<file path="src/hdl/tbd_map.svh">
`ifndef TBD_MAP_SVH
`define TBD_MAP_SVH
// register byte offsets
`define TBD_CTRL_OFS        8'h00
`define TBD_CFG_OFS         8'h04
`define TBD_STAT_OFS        8'h08
// control register fields
`define TBD_DVO_EN_BIT      7
`define TBD_DVO_RATE_HI     6
`define TBD_DVO_RATE_LO     5
`define TBD_TB_EN_BIT       3
`define TBD_TICK_RATE_HI    2
`define TBD_TICK_RATE_LO    0
`define TBD_CTRL_RESET      8'h00
`define TBD_CTRL_WMASK      8'hef
// config register: divider source select
`define TBD_SRC_SEL_BIT     0
`define TBD_CFG_RESET       1'b0
// status register fields
`define TBD_STAT_TICK_BIT   0
`define TBD_STAT_DVO_BIT    1
`define TBD_STAT_SLOW_BIT   2
`define TBD_STAT_SRC_BIT    3
// divider chain widths (bit k carries clock / 2^(k+1))
`define TBD_FAST_W          24
`define TBD_SLOW_W          16
`endif

</file>
<file path="src/hdl/tbd_pkg.sv">
`default_nettype none
package tbd_pkg;
    typedef logic [2:0] tbd_tick_code_t;
    typedef logic [1:0] tbd_dvo_code_t;
    typedef enum logic [1:0] {
        TBD_BUS_IDLE,
        TBD_BUS_ACK
    } tbd_bus_state_t;
endpackage
`default_nettype wire

</file>
<file path="src/hdl/tbd_tap_if.sv">
`include "tbd_map.svh"
`default_nettype none
interface tbd_tap_if;
    logic [`TBD_FAST_W-1:0] fast_div;
    logic [`TBD_SLOW_W-1:0] slow_div;
    logic                   src_sel;
    logic                   slow_mode;
    tbd_pkg::tbd_tick_code_t tick_code;
    tbd_pkg::tbd_dvo_code_t  dvo_code;
    logic                   tick_lvl;
    logic                   tick_ok;
    logic                   dvo_lvl;
    modport top (output fast_div, slow_div, src_sel, slow_mode, tick_code, dvo_code,
                 input tick_lvl, tick_ok, dvo_lvl);
    modport sel (input fast_div, slow_div, src_sel, slow_mode, tick_code, dvo_code,
                 output tick_lvl, tick_ok, dvo_lvl);
endinterface
`default_nettype wire

</file>
<file path="src/hdl/tbd_top.sv">
`include "tbd_map.svh"
`default_nettype none
// Contract
// - periodic time base with own interrupt
// - enable bit gates tick generation
// - fast source tick taps 2^23 to 2^9
// - slow source taps; low speed only 000/001
// - irq on every falling edge of tap
// - enabling never clears the divider chain
// - rate and enable may be written together
// - divider output near 50% duty square wave
// - output enable bit gates the pin
// - output taps 2^13..2^10 or 2^5..2^2
module tbd_top
(
    input  wire logic                   clk_i,
    input  wire logic                   rst_i,
    input  wire logic                   wb_cyc_i,
    input  wire logic                   wb_stb_i,
    input  wire logic                   wb_we_i,
    input  wire logic [7:0]             wb_adr_i,
    input  wire logic [3:0]             wb_sel_i,
    input  wire logic [31:0]            wb_dat_i,
    output logic      [31:0]            wb_dat_o,
    output logic                        wb_ack_o,
    input  wire logic [`TBD_FAST_W-1:0] fast_div_i,
    input  wire logic [`TBD_SLOW_W-1:0] slow_div_i,
    input  wire logic                   low_speed_mode_i,
    output logic                        timebase_irq_o,
    output logic                        divider_out_pin_n_o
);
    tbd_tap_if tap ();

    // chain taps and mode come from other clocks: two flops first
    logic [`TBD_FAST_W-1:0] fast_s1_ff, fast_s2_ff;
    logic [`TBD_SLOW_W-1:0] slow_s1_ff, slow_s2_ff;
    logic                   mode_s1_ff, mode_s2_ff;

    always_ff @(posedge clk_i)
    begin
        fast_s1_ff   <= fast_div_i;
        fast_s2_ff   <= fast_s1_ff;
        slow_s1_ff   <= slow_div_i;
        slow_s2_ff   <= slow_s1_ff;
        mode_s1_ff   <= low_speed_mode_i;
        mode_s2_ff   <= mode_s1_ff;
    end

    logic [7:0] ctrl_ff, nxt_ctrl;
    logic       src_ff, nxt_src;
    logic       tick_prev_ff, nxt_tick_prev;
    logic       irq_ff, nxt_irq;
    logic       dvo_n_ff, nxt_dvo_n;
    logic       ack_ff, nxt_ack;
    logic [31:0] rdat_ff, nxt_rdat;
    tbd_pkg::tbd_bus_state_t bus_ff, nxt_bus;
    logic       tick_fall;

    assign tap.fast_div  = fast_s2_ff;
    assign tap.slow_div  = slow_s2_ff;
    assign tap.src_sel   = src_ff;
    assign tap.slow_mode = mode_s2_ff;
    assign tap.tick_code = ctrl_ff[`TBD_TICK_RATE_HI:`TBD_TICK_RATE_LO];
    assign tap.dvo_code  = ctrl_ff[`TBD_DVO_RATE_HI:`TBD_DVO_RATE_LO];

    tbd_tap_sel u_sel
    (
        .tap (tap.sel)
    );

    // address decode shared by read and write paths
    function automatic logic [1:0] reg_hit(input logic [7:0] adr);
        logic [1:0] h;
        h = 2'h3;
        if (adr == `TBD_CTRL_OFS)
            h = 2'h0;
        else if (adr == `TBD_CFG_OFS)
            h = 2'h1;
        else if (adr == `TBD_STAT_OFS)
            h = 2'h2;
        return h;
    endfunction

    // bus slave plus timer next state
    always_comb
    begin
        nxt_ctrl      = ctrl_ff;
        nxt_src       = src_ff;
        nxt_bus       = bus_ff;
        nxt_ack       = 1'b0;
        nxt_rdat      = rdat_ff;
        // previous level tracked always, so enabling cannot fake an edge
        nxt_tick_prev = tap.tick_lvl;
        tick_fall     = tick_prev_ff & ~tap.tick_lvl;
        nxt_irq       = tick_fall & ctrl_ff[`TBD_TB_EN_BIT] & tap.tick_ok;
        // pin idles high, else follows the tap inverted for active low
        nxt_dvo_n     = ctrl_ff[`TBD_DVO_EN_BIT] ? ~tap.dvo_lvl : 1'b1;
        case (bus_ff)
            tbd_pkg::TBD_BUS_IDLE:
            begin
                if (wb_cyc_i && wb_stb_i)
                begin
                    nxt_ack  = 1'b1;
                    nxt_bus  = tbd_pkg::TBD_BUS_ACK;
                    nxt_rdat = 32'h0000_0000;
                    case (reg_hit(wb_adr_i))
                        2'h0:    nxt_rdat[7:0] = ctrl_ff;
                        2'h1:    nxt_rdat[`TBD_SRC_SEL_BIT] = src_ff;
                        2'h2:
                        begin
                            nxt_rdat[`TBD_STAT_TICK_BIT] = tap.tick_lvl;
                            nxt_rdat[`TBD_STAT_DVO_BIT]  = dvo_n_ff;
                            nxt_rdat[`TBD_STAT_SLOW_BIT] = mode_s2_ff;
                            nxt_rdat[`TBD_STAT_SRC_BIT]  = src_ff;
                        end
                        default: nxt_rdat = 32'h0000_0000;
                    endcase
                end
            end
            tbd_pkg::TBD_BUS_ACK:
            begin
                // write lands on the edge the master sees ack
                nxt_bus = tbd_pkg::TBD_BUS_IDLE;
                if (wb_we_i && wb_sel_i[0])
                begin
                    case (reg_hit(wb_adr_i))
                        2'h0:    nxt_ctrl = wb_dat_i[7:0] & `TBD_CTRL_WMASK;
                        2'h1:    nxt_src  = wb_dat_i[`TBD_SRC_SEL_BIT];
                        default: nxt_ctrl = ctrl_ff;
                    endcase
                end
            end
            default: nxt_bus = tbd_pkg::TBD_BUS_IDLE;
        endcase
    end

    // register everything
    always_ff @(posedge clk_i)
    begin
        if (rst_i)
        begin
            ctrl_ff      <= `TBD_CTRL_RESET;
            src_ff       <= `TBD_CFG_RESET;
            tick_prev_ff <= 1'b0;
            irq_ff       <= 1'b0;
            dvo_n_ff     <= 1'b1;
            ack_ff       <= 1'b0;
            rdat_ff      <= 32'h0000_0000;
            bus_ff       <= tbd_pkg::TBD_BUS_IDLE;
        end
        else
        begin
            ctrl_ff      <= nxt_ctrl;
            src_ff       <= nxt_src;
            tick_prev_ff <= nxt_tick_prev;
            irq_ff       <= nxt_irq;
            dvo_n_ff     <= nxt_dvo_n;
            ack_ff       <= nxt_ack;
            rdat_ff      <= nxt_rdat;
            bus_ff       <= nxt_bus;
        end
    end

    assign wb_ack_o            = ack_ff;
    assign wb_dat_o            = rdat_ff;
    assign timebase_irq_o      = irq_ff;
    assign divider_out_pin_n_o = dvo_n_ff;

    chk_irq_single_pulse: assert property (@(posedge clk_i) disable iff (rst_i)
        timebase_irq_o |=> !timebase_irq_o)
        else $error("tick irq longer than one cycle");

    chk_irq_needs_enable: assert property (@(posedge clk_i) disable iff (rst_i)
        !$past(ctrl_ff[`TBD_TB_EN_BIT]) |-> !timebase_irq_o)
        else $error("tick irq while disabled");

    chk_irq_on_fall: assert property (@(posedge clk_i) disable iff (rst_i)
        $past(ctrl_ff[`TBD_TB_EN_BIT] && tap.tick_ok && tick_prev_ff && !tap.tick_lvl) |-> timebase_irq_o)
        else $error("falling tap edge without irq");

    chk_fast_tick_map: assert property (@(posedge clk_i) disable iff (rst_i)
        (!src_ff && !mode_s2_ff && ctrl_ff[2:0] == 3'h3) |-> tap.tick_lvl == fast_s2_ff[14])
        else $error("fast tick tap wrong");

    chk_slow_tick_map: assert property (@(posedge clk_i) disable iff (rst_i)
        (src_ff && ctrl_ff[2:0] == 3'h7) |-> tap.tick_lvl == slow_s2_ff[1])
        else $error("slow tick tap wrong");

    chk_div_rate_map: assert property (@(posedge clk_i) disable iff (rst_i)
        (!src_ff && !mode_s2_ff && ctrl_ff[6:5] == 2'h0) |-> tap.dvo_lvl == fast_s2_ff[13])
        else $error("divider output tap wrong");

    chk_pin_idle_high: assert property (@(posedge clk_i) disable iff (rst_i)
        !ctrl_ff[`TBD_DVO_EN_BIT] ##1 !ctrl_ff[`TBD_DVO_EN_BIT] |-> divider_out_pin_n_o)
        else $error("pin active while disabled");

    chk_pin_follows_tap: assert property (@(posedge clk_i) disable iff (rst_i)
        ctrl_ff[`TBD_DVO_EN_BIT] |=> divider_out_pin_n_o == !$past(tap.dvo_lvl))
        else $error("pin not tracking tap");

    chk_combined_write: assert property (@(posedge clk_i) disable iff (rst_i)
        (bus_ff == tbd_pkg::TBD_BUS_ACK && wb_we_i && wb_sel_i[0] && wb_adr_i == `TBD_CTRL_OFS
         && wb_dat_i[7:0] == 8'h0a) |=> ctrl_ff == 8'h0a)
        else $error("combined rate and enable write lost");

    chk_low_speed_refuse: assert property (@(posedge clk_i) disable iff (rst_i)
        (mode_s2_ff && ctrl_ff[2:1] != 2'h0) |-> !tap.tick_ok)
        else $error("refused tick code let through");

    chk_low_speed_tap: assert property (@(posedge clk_i) disable iff (rst_i)
        (mode_s2_ff && ctrl_ff[2:0] == 3'h1) |-> tap.tick_lvl == slow_s2_ff[13])
        else $error("low speed tick tap wrong");

    chk_dvo_slow_map: assert property (@(posedge clk_i) disable iff (rst_i)
        (mode_s2_ff && ctrl_ff[6:5] == 2'h0) |-> tap.dvo_lvl == slow_s2_ff[5])
        else $error("low speed output tap wrong");
endmodule
`default_nettype wire

</file>
<file path="src/hdl/tbd_tap_sel.sv">
`include "tbd_map.svh"
`default_nettype none
module tbd_tap_sel
(
    tbd_tap_if.sel tap
);
    // chain stage for each tick code, slow then fast source
    function automatic logic [4:0] tick_stage(input logic slow_src, input logic [2:0] code);
        logic [4:0] st;
        st = 5'h00;
        case (code)
            3'h0:    st = slow_src ? 5'd15 : 5'd23;
            3'h1:    st = slow_src ? 5'd13 : 5'd21;
            3'h2:    st = slow_src ? 5'd8  : 5'd16;
            3'h3:    st = slow_src ? 5'd6  : 5'd14;
            3'h4:    st = slow_src ? 5'd5  : 5'd13;
            3'h5:    st = slow_src ? 5'd4  : 5'd12;
            3'h6:    st = slow_src ? 5'd3  : 5'd11;
            default: st = slow_src ? 5'd1  : 5'd9;
        endcase
        return st;
    endfunction

    logic       use_slow;
    logic [4:0] t_stage;
    logic [4:0] d_stage;

    // low speed modes run off the slow chain regardless of the source bit
    always_comb
    begin
        use_slow = tap.src_sel | tap.slow_mode;
        t_stage  = tick_stage(use_slow, tap.tick_code);
        d_stage  = use_slow ? (5'd5 - {3'h0, tap.dvo_code}) : (5'd13 - {3'h0, tap.dvo_code});
        tap.tick_lvl = use_slow ? tap.slow_div[t_stage[3:0]] : tap.fast_div[t_stage];
        tap.tick_ok  = ~tap.slow_mode | ~tap.tick_code[2] & ~tap.tick_code[1];
        tap.dvo_lvl  = use_slow ? tap.slow_div[d_stage[3:0]] : tap.fast_div[d_stage];
    end
endmodule
`default_nettype wire

</file>
<file path="config.mk">
export PLATFORM = sky130hd
export DESIGN_NAME = tbd_top
export DESIGN_NICKNAME = d
export VERILOG_FILES = /design/src/hdl/tbd_pkg.sv /design/src/hdl/tbd_tap_if.sv /design/src/hdl/tbd_top.sv /design/src/hdl/tbd_tap_sel.sv
export VERILOG_INCLUDE_DIRS = /design/src /design/src/hdl
export SDC_FILE = /design/constraint.sdc
export NUM_CORES = 1
export LEC_CHECK = 0
export ABC_AREA = 0
export BUFFER_PORTS_ARGS = -buffer_cell sky130_fd_sc_hd__buf_2
export CAP_MARGIN = 25
export CORE_MARGIN = 3
export CORE_UTILIZATION = 41
export CTS_CLUSTER_DIAMETER = 80
export DETAILED_ROUTE_END_ITERATION = 10
export GPL_ROUTABILITY_DRIVEN = 0
export PLACE_DENSITY_LB_ADDON = 0.15
export SETUP_SLACK_MARGIN = 0.1
export SLEW_MARGIN = 20
export SYNTH_ARGS = -nofsm -noshare
export SYNTH_HDL_FRONTEND = slang
export SYNTH_SLANG_ARGS = --single-unit
</file>
<file path="constraint.sdc">
create_clock -name clk_i -period 2.23 [get_ports clk_i]
set_clock_uncertainty 0.05 [all_clocks]
set_input_delay 0.223 -clock clk_i [delete_from_list [all_inputs] [get_ports clk_i]]
set_output_delay 0.223 -clock clk_i [all_outputs]
set_load 0.005 [all_outputs]
</file>
# After elaboration in Yosys (flattened, before gate mapping)
# Cells that the tools add are included.
# totals
regBits	103
in_bits	90
out_inout_bits	35
elab_cells	87
# op_classes
add_sub_neg	2
magnitude_cmp	4
eq_ne	11
mux	31
n_bitwise	13
reduce_logical	12
# op_table
operator	count
one-hot mux 5 bit (7 select lines)	1
2-to-1 mux 4 bit	6
2-to-1 mux 5 bit	4
less-than comparator 5 x 6 -> 1 bit, second input constant	2
2-to-1 mux 2 bit	6
binary-select mux 1 bit (select 5 bit)	2
less-than comparator 4 x 5 -> 1 bit, second input constant	2
equality test 3 bit, second input constant	3
binary-select mux 1 bit (select 4 bit)	2
equality test 8 x 3 -> 1 bit, second input constant	1
equality test 8 x 4 -> 1 bit, second input constant	1
zero test 8 bit	1
2-to-1 mux 1 bit	8
inverter 1 bit	7
equality test 3 x 2 -> 1 bit, second input constant	2
zero test 2 bit	3
one-hot mux 3 bit (2 select lines)	1
AND reduction 3 bit	2
subtractor 4 x 2 -> 5 bit, first input constant	1
AND 1 bit	4
equality test 2 x 1 -> 1 bit, second input constant	2
OR reduction 2 bit	2
subtractor 3 x 2 -> 4 bit, first input constant	1
equality test 3 x 1 -> 1 bit, second input constant	1
other kinds (6)	8

# Longest topological paths before layout
# logic_depth
depth_word	10
depth_mapped	6
mapped_depth_nobuf	5

# Modules after synthesis
# A second synthesis with hierarchy kept.
# unflattened
hier_cells	232
area_unflattened_um2	2986.6
# by_module_without_submodules
mod	n_inst	cells_per_inst	area_per_inst_um2	seq_area_each_um2
tbd_top	1	199	2698.8	2042.0
tbd_tap_sel	1	33	287.8	0.0

# Worst setup path after synthesis
# OpenSTA, ideal clock, no wires.
# synth_path
path_type	input port to flip-flop
start	input wb_adr_i[7]
end	register ctrl_ff[0]
setup_ns	0.114
t_arrival_ns	1.493
required_ns	2.066
slack_ns	0.572
path_stages	6
n_path_buf	1
cell_sequence	or4_4 > nor4_4 > and3b_1 > buf_6 > mux2i_1 > nor2_1
# synth_between
elab_chain_len	8
elab_cells_between_ends	10
cone_classes	2 x eq/ne; 5 x mux; 3 x reduce/logical
# synth_lines
item	line	rtl
start, declared	tbd_top.sv:21	input wire logic [7:0] wb_adr_i,
equality test 8 x 4 -> 1 bit (no source line)	n/a	
2-to-1 mux 1 bit	tbd_top.sv:79	else if (adr == `TBD_STAT_OFS)
2-to-1 mux 2 bit	n/a	
2-to-1 mux 2 bit *	n/a	
2-to-1 mux 2 bit *	tbd_top.sv:124	if (wb_we_i && wb_sel_i[0])
2-to-1 mux 2 bit *	tbd_top.sv:98	case (bus_ff)
zero test 2 bit *	tbd_top.sv:126	case (reg_hit(wb_adr_i))
AND reduction 3 bit (no source line) *	n/a	
end signal, assigned	tbd_top.sv:142	ctrl_ff <= `TBD_CTRL_RESET;
end signal, assigned	tbd_top.sv:153	ctrl_ff <= nxt_ctrl;
end, declared	tbd_top.sv:49	logic [7:0] ctrl_ff, nxt_ctrl;
# Mark *: on every way between the ends. The rest lies on a longest branch, timed or not. The select of a mux whose other input is x is not followed.
# A chain may end at the register's enable or synchronous reset.

# Worst setup path after layout
# layout_path
start	register ctrl_ff[2]
end	register rdat_ff[0] (netlist: wb_dat_o[0])
# layout_between
elab_chain_len	6
elab_cells_between_ends	14
cone_classes	6 x eq/ne; 7 x mux; 1 x reduce/logical
# layout_lines
item	line	rtl
equality test 3 bit, or another cell as far along	tbd_tap_sel.sv:11	case (code)
one-hot mux 5 bit (7 select lines) *	tbd_tap_sel.sv:11	
binary-select mux 1 bit (select 5 bit) / binary-select mux 1 bit (select 4 bit) (equally long branches)	tbd_tap_sel.sv:34	tap.tick_lvl = use_slow ? tap.slow_div[t_stage[3:0]] : tap.fast_div[t_stage];
2-to-1 mux 1 bit (implied by the code)	tbd_tap_sel.sv:34	
2-to-1 mux 1 bit *	tbd_tap_sel.sv:34	
one-hot mux 1 bit (3 select lines) *	tbd_top.sv:106	case (reg_hit(wb_adr_i))
end signal, assigned	tbd_top.sv:159	rdat_ff <= nxt_rdat;
end, declared	tbd_top.sv:55	logic [31:0] rdat_ff, nxt_rdat;
# Marked as above.

==> reports/results.ini <==
[status]
outcome=finished clean

[cts]
clk_path_buf_depth=2
clk_latency_ps=330
tritoncts=yes
numCtsBuffers=9
root_buffer=clkbuf_8
htreeDepth=3
clkTransAtPathRegs_ps=70
clock-sinks=62

[sta]
final-hold-violation-count=0
fmax_mhz=566
min_period_ps=1770
finalMaxSlewViolations=0
period_share_pct=79.2
finalSetupTns_ps=0
rsz0062_at_grt=false
setup_viol=0

[detailed_routing]
wl_um=3710
drt-wirelength-per-cell_um=11.0
drcViolationCount=0
drt_first_pass_iters=4
dr_total_vias=1451
avgViaCountPerCell=4.32
ant_nets=0
drtIter0Drc=47

[final_layout]
final_layout_size_suffix_gt1_share_pct=30.1
nets=355
area_growth_pct=29.0
final_area_mm2=0.00278
antenna_cells=0

[worst_setup_path]
cp_top_family=compound AO/OA/AOI/OAI gates
path_buf_inv=0
path_max_fanout=7
slowest_delay_ps=430
crit_required_ps=2450
slowest_stage=o32ai_1
cp-end-kind=flip-flop
crit_arrival_ps=1990
crit_path_start_kind=flip-flop
path_cells=or2_2 > o221ai_1 > a21oi_1 > o32ai_1 > a41o_1
critPathKind=flip-flop to flip-flop

[grt]
grt_max_degree=21
use_met3_pct=5.39
grt-ovfl-total=0
antenna_found_initial=0
first_global_vias=1438
met1_usage_pct=14.7
busiest_layer=met2
grt_pass1_wl_um=6240
grt_util_met2_pct=21.2
track_usage_pct=13.3

[pwr]
p_leak_nw=1.22
power_density_mw_per_mm2=827
vdd_drop_max_mv=0.453

[floorplanning]
start_util_pct=43.9
core_mm2=0.00491
rows=25
die_width_um=78.5
dieArea_mm2=0.00617
io_pins=125
die_h_um=78.5

[placement]
placed_cell_area_mm2=0.00236
port-buffer-count=51
hpwlAfterDp_um=2570

[synthesis]
synth.avg_cell_area_um2=11.5
yosysUniqueCellTypes=33
yosys_warnings=0
yosysSeqAreaShare_pct=57.5
synthCells=187
ys_ff_latch=62
syn_area_mm2=0.00216

[flow_run]
drv_cap=0

[min_path]
hold_path_class=input port to flip-flop

registers in the layout, indices dropped and copies added (netlist names):
register             cells
fast_s1_ff              10
fast_s2_ff              10
slow_s1_ff              10
slow_s2_ff              10
ctrl_ff                  7
wb_dat_o                 7
bus_ff                   1
divider_out_pin_n_o      1
mode_s1_ff               1
mode_s2_ff               1
src_ff                   1
tick_prev_ff             1
timebase_irq_o           1
wb_ack_o                 1
tightest hold or removal path: stages:
cell and delay, ps:
buf_2 70, mux2i_1 50, nor2_1 70
synth_stat cells:
master	number	area, um^2
nor2_1	15	56.3
nand2_1	8	30.0
dfxtp_1	62	1240
nand3b_1	2	15.0
buf_4	27	203
buf_6	2	22.5
nand4b_1	2	17.5
a211oi_1	1	7.51
mux4_2	2	45.0
nand3_1	8	40.0
or2_2	2	12.5
o221ai_1	2	17.5
conb_1	1	3.75
nor4_4	2	42.5
a21boi_0	4	30.0
buf_2	1	5.00
nor2b_1	3	18.8
mux2_2	5	56.3
a211o_1	2	17.5
o211ai_1	2	15.0
and3b_1	1	8.76
and2b_1	1	7.51
a21oi_1	9	45.0
inv_1	2	7.51
o21ai_0	1	5.00
or4_4	1	11.3
a41o_1	1	10.0
and3_1	1	6.26
clkbuf_8	1	13.8
o32ai_1	1	8.76
nand4_1	2	12.5
mux2i_1	12	120
clkbuf_1	1	3.75
cell families after synthesis:
family / Yosys count / synth area share, %
compound gates: 23 / 7.25
buf+inv: 34 / 11.8
flops: 62 / 57.5
mux: 19 / 10.3
other cells: 1 / 0.174
simple gates: 48 / 12.9
report_power, final:
| part | total, mW | switching (mW) | internal, mW |
|---|---|---|---|
| Clock | 1.03 | 0.404 | 0.622 |
| Combinational | 0.113 | 0.0475 | 0.0653 |
| Sequential | 1.16 | 0.0120 | 1.15 |
timing repair:
action | in CTS | in global routing
setup buffers | 0 | 0
gates resized for setup | 0 | 0
hold buffers | 21 | 0
hold endpoints to repair | 21 | 0
stage by stage:
step	setup WS [ps]	instances	utilization, %	power (mW)	hold WS (ps)
final	463	336	56.7	2.30	78.2
after global routing	267	336	56.7	2.40	80.5
after CTS	402	336	56.7	2.33	64.4
after detailed placement	348	300	48.1	1.27	262
after global placement	355	300	48.1	1.27	262
after floorplan	572	211	-	1.26	201
cells in the final DEF (no fill, tap or decap), drive strengths merged:
cell / n
dfxtp: 62
buf: 54
conb: 25
dlygate4sd3: 21
nor2: 15
mux2i: 12
a21oi: 9
clkbuf: 9
nand2: 8
nand3: 8
mux2: 5
a21boi: 4
clkinv: 4
nor2b: 3
nor4: 2
or2: 2
inv: 2
nand4b: 2
o221ai: 2
a211o: 2
nand4: 2
o211ai: 2
nand3b: 2
mux4: 2
bufinv: 2
or4: 1
and3: 1
and3b: 1
and2b: 1
o21ai: 1
o32ai: 1
a41o: 1
a211oi: 1
per-layer routing:
layer  vias up  routed length, um
met2        67               1730
met4         0                 56
met1       632               1570
met5         -                  0
met3         6                361
li1        746                  -
final cells by class:
type / count / area [um^2]
clock buffers: 9 / 124
inverters: 2 / 7.51
fillers: 454 / 2130
multi-input cells: 115 / 751
well taps: 67 / 83.8
flip-flops and latches: 62 / 1240
repair buffers: 75 / 488
clock inverters: 6 / 87.6
worst paths after layout:
path                               startpoint             to  slack [ps]  cells after the start
worst max register to register     ctrl_ff[2]    wb_dat_o[0]         460                      5
worst min register to register  slow_s1_ff[7]  slow_s2_ff[7]         270                      0
worst min-delay path              wb_dat_i[2]     ctrl_ff[2]          80                      3
worst max-delay path               ctrl_ff[2]    wb_dat_o[0]         460                      5
Note: power is estimated with default switching activity, not from simulation.
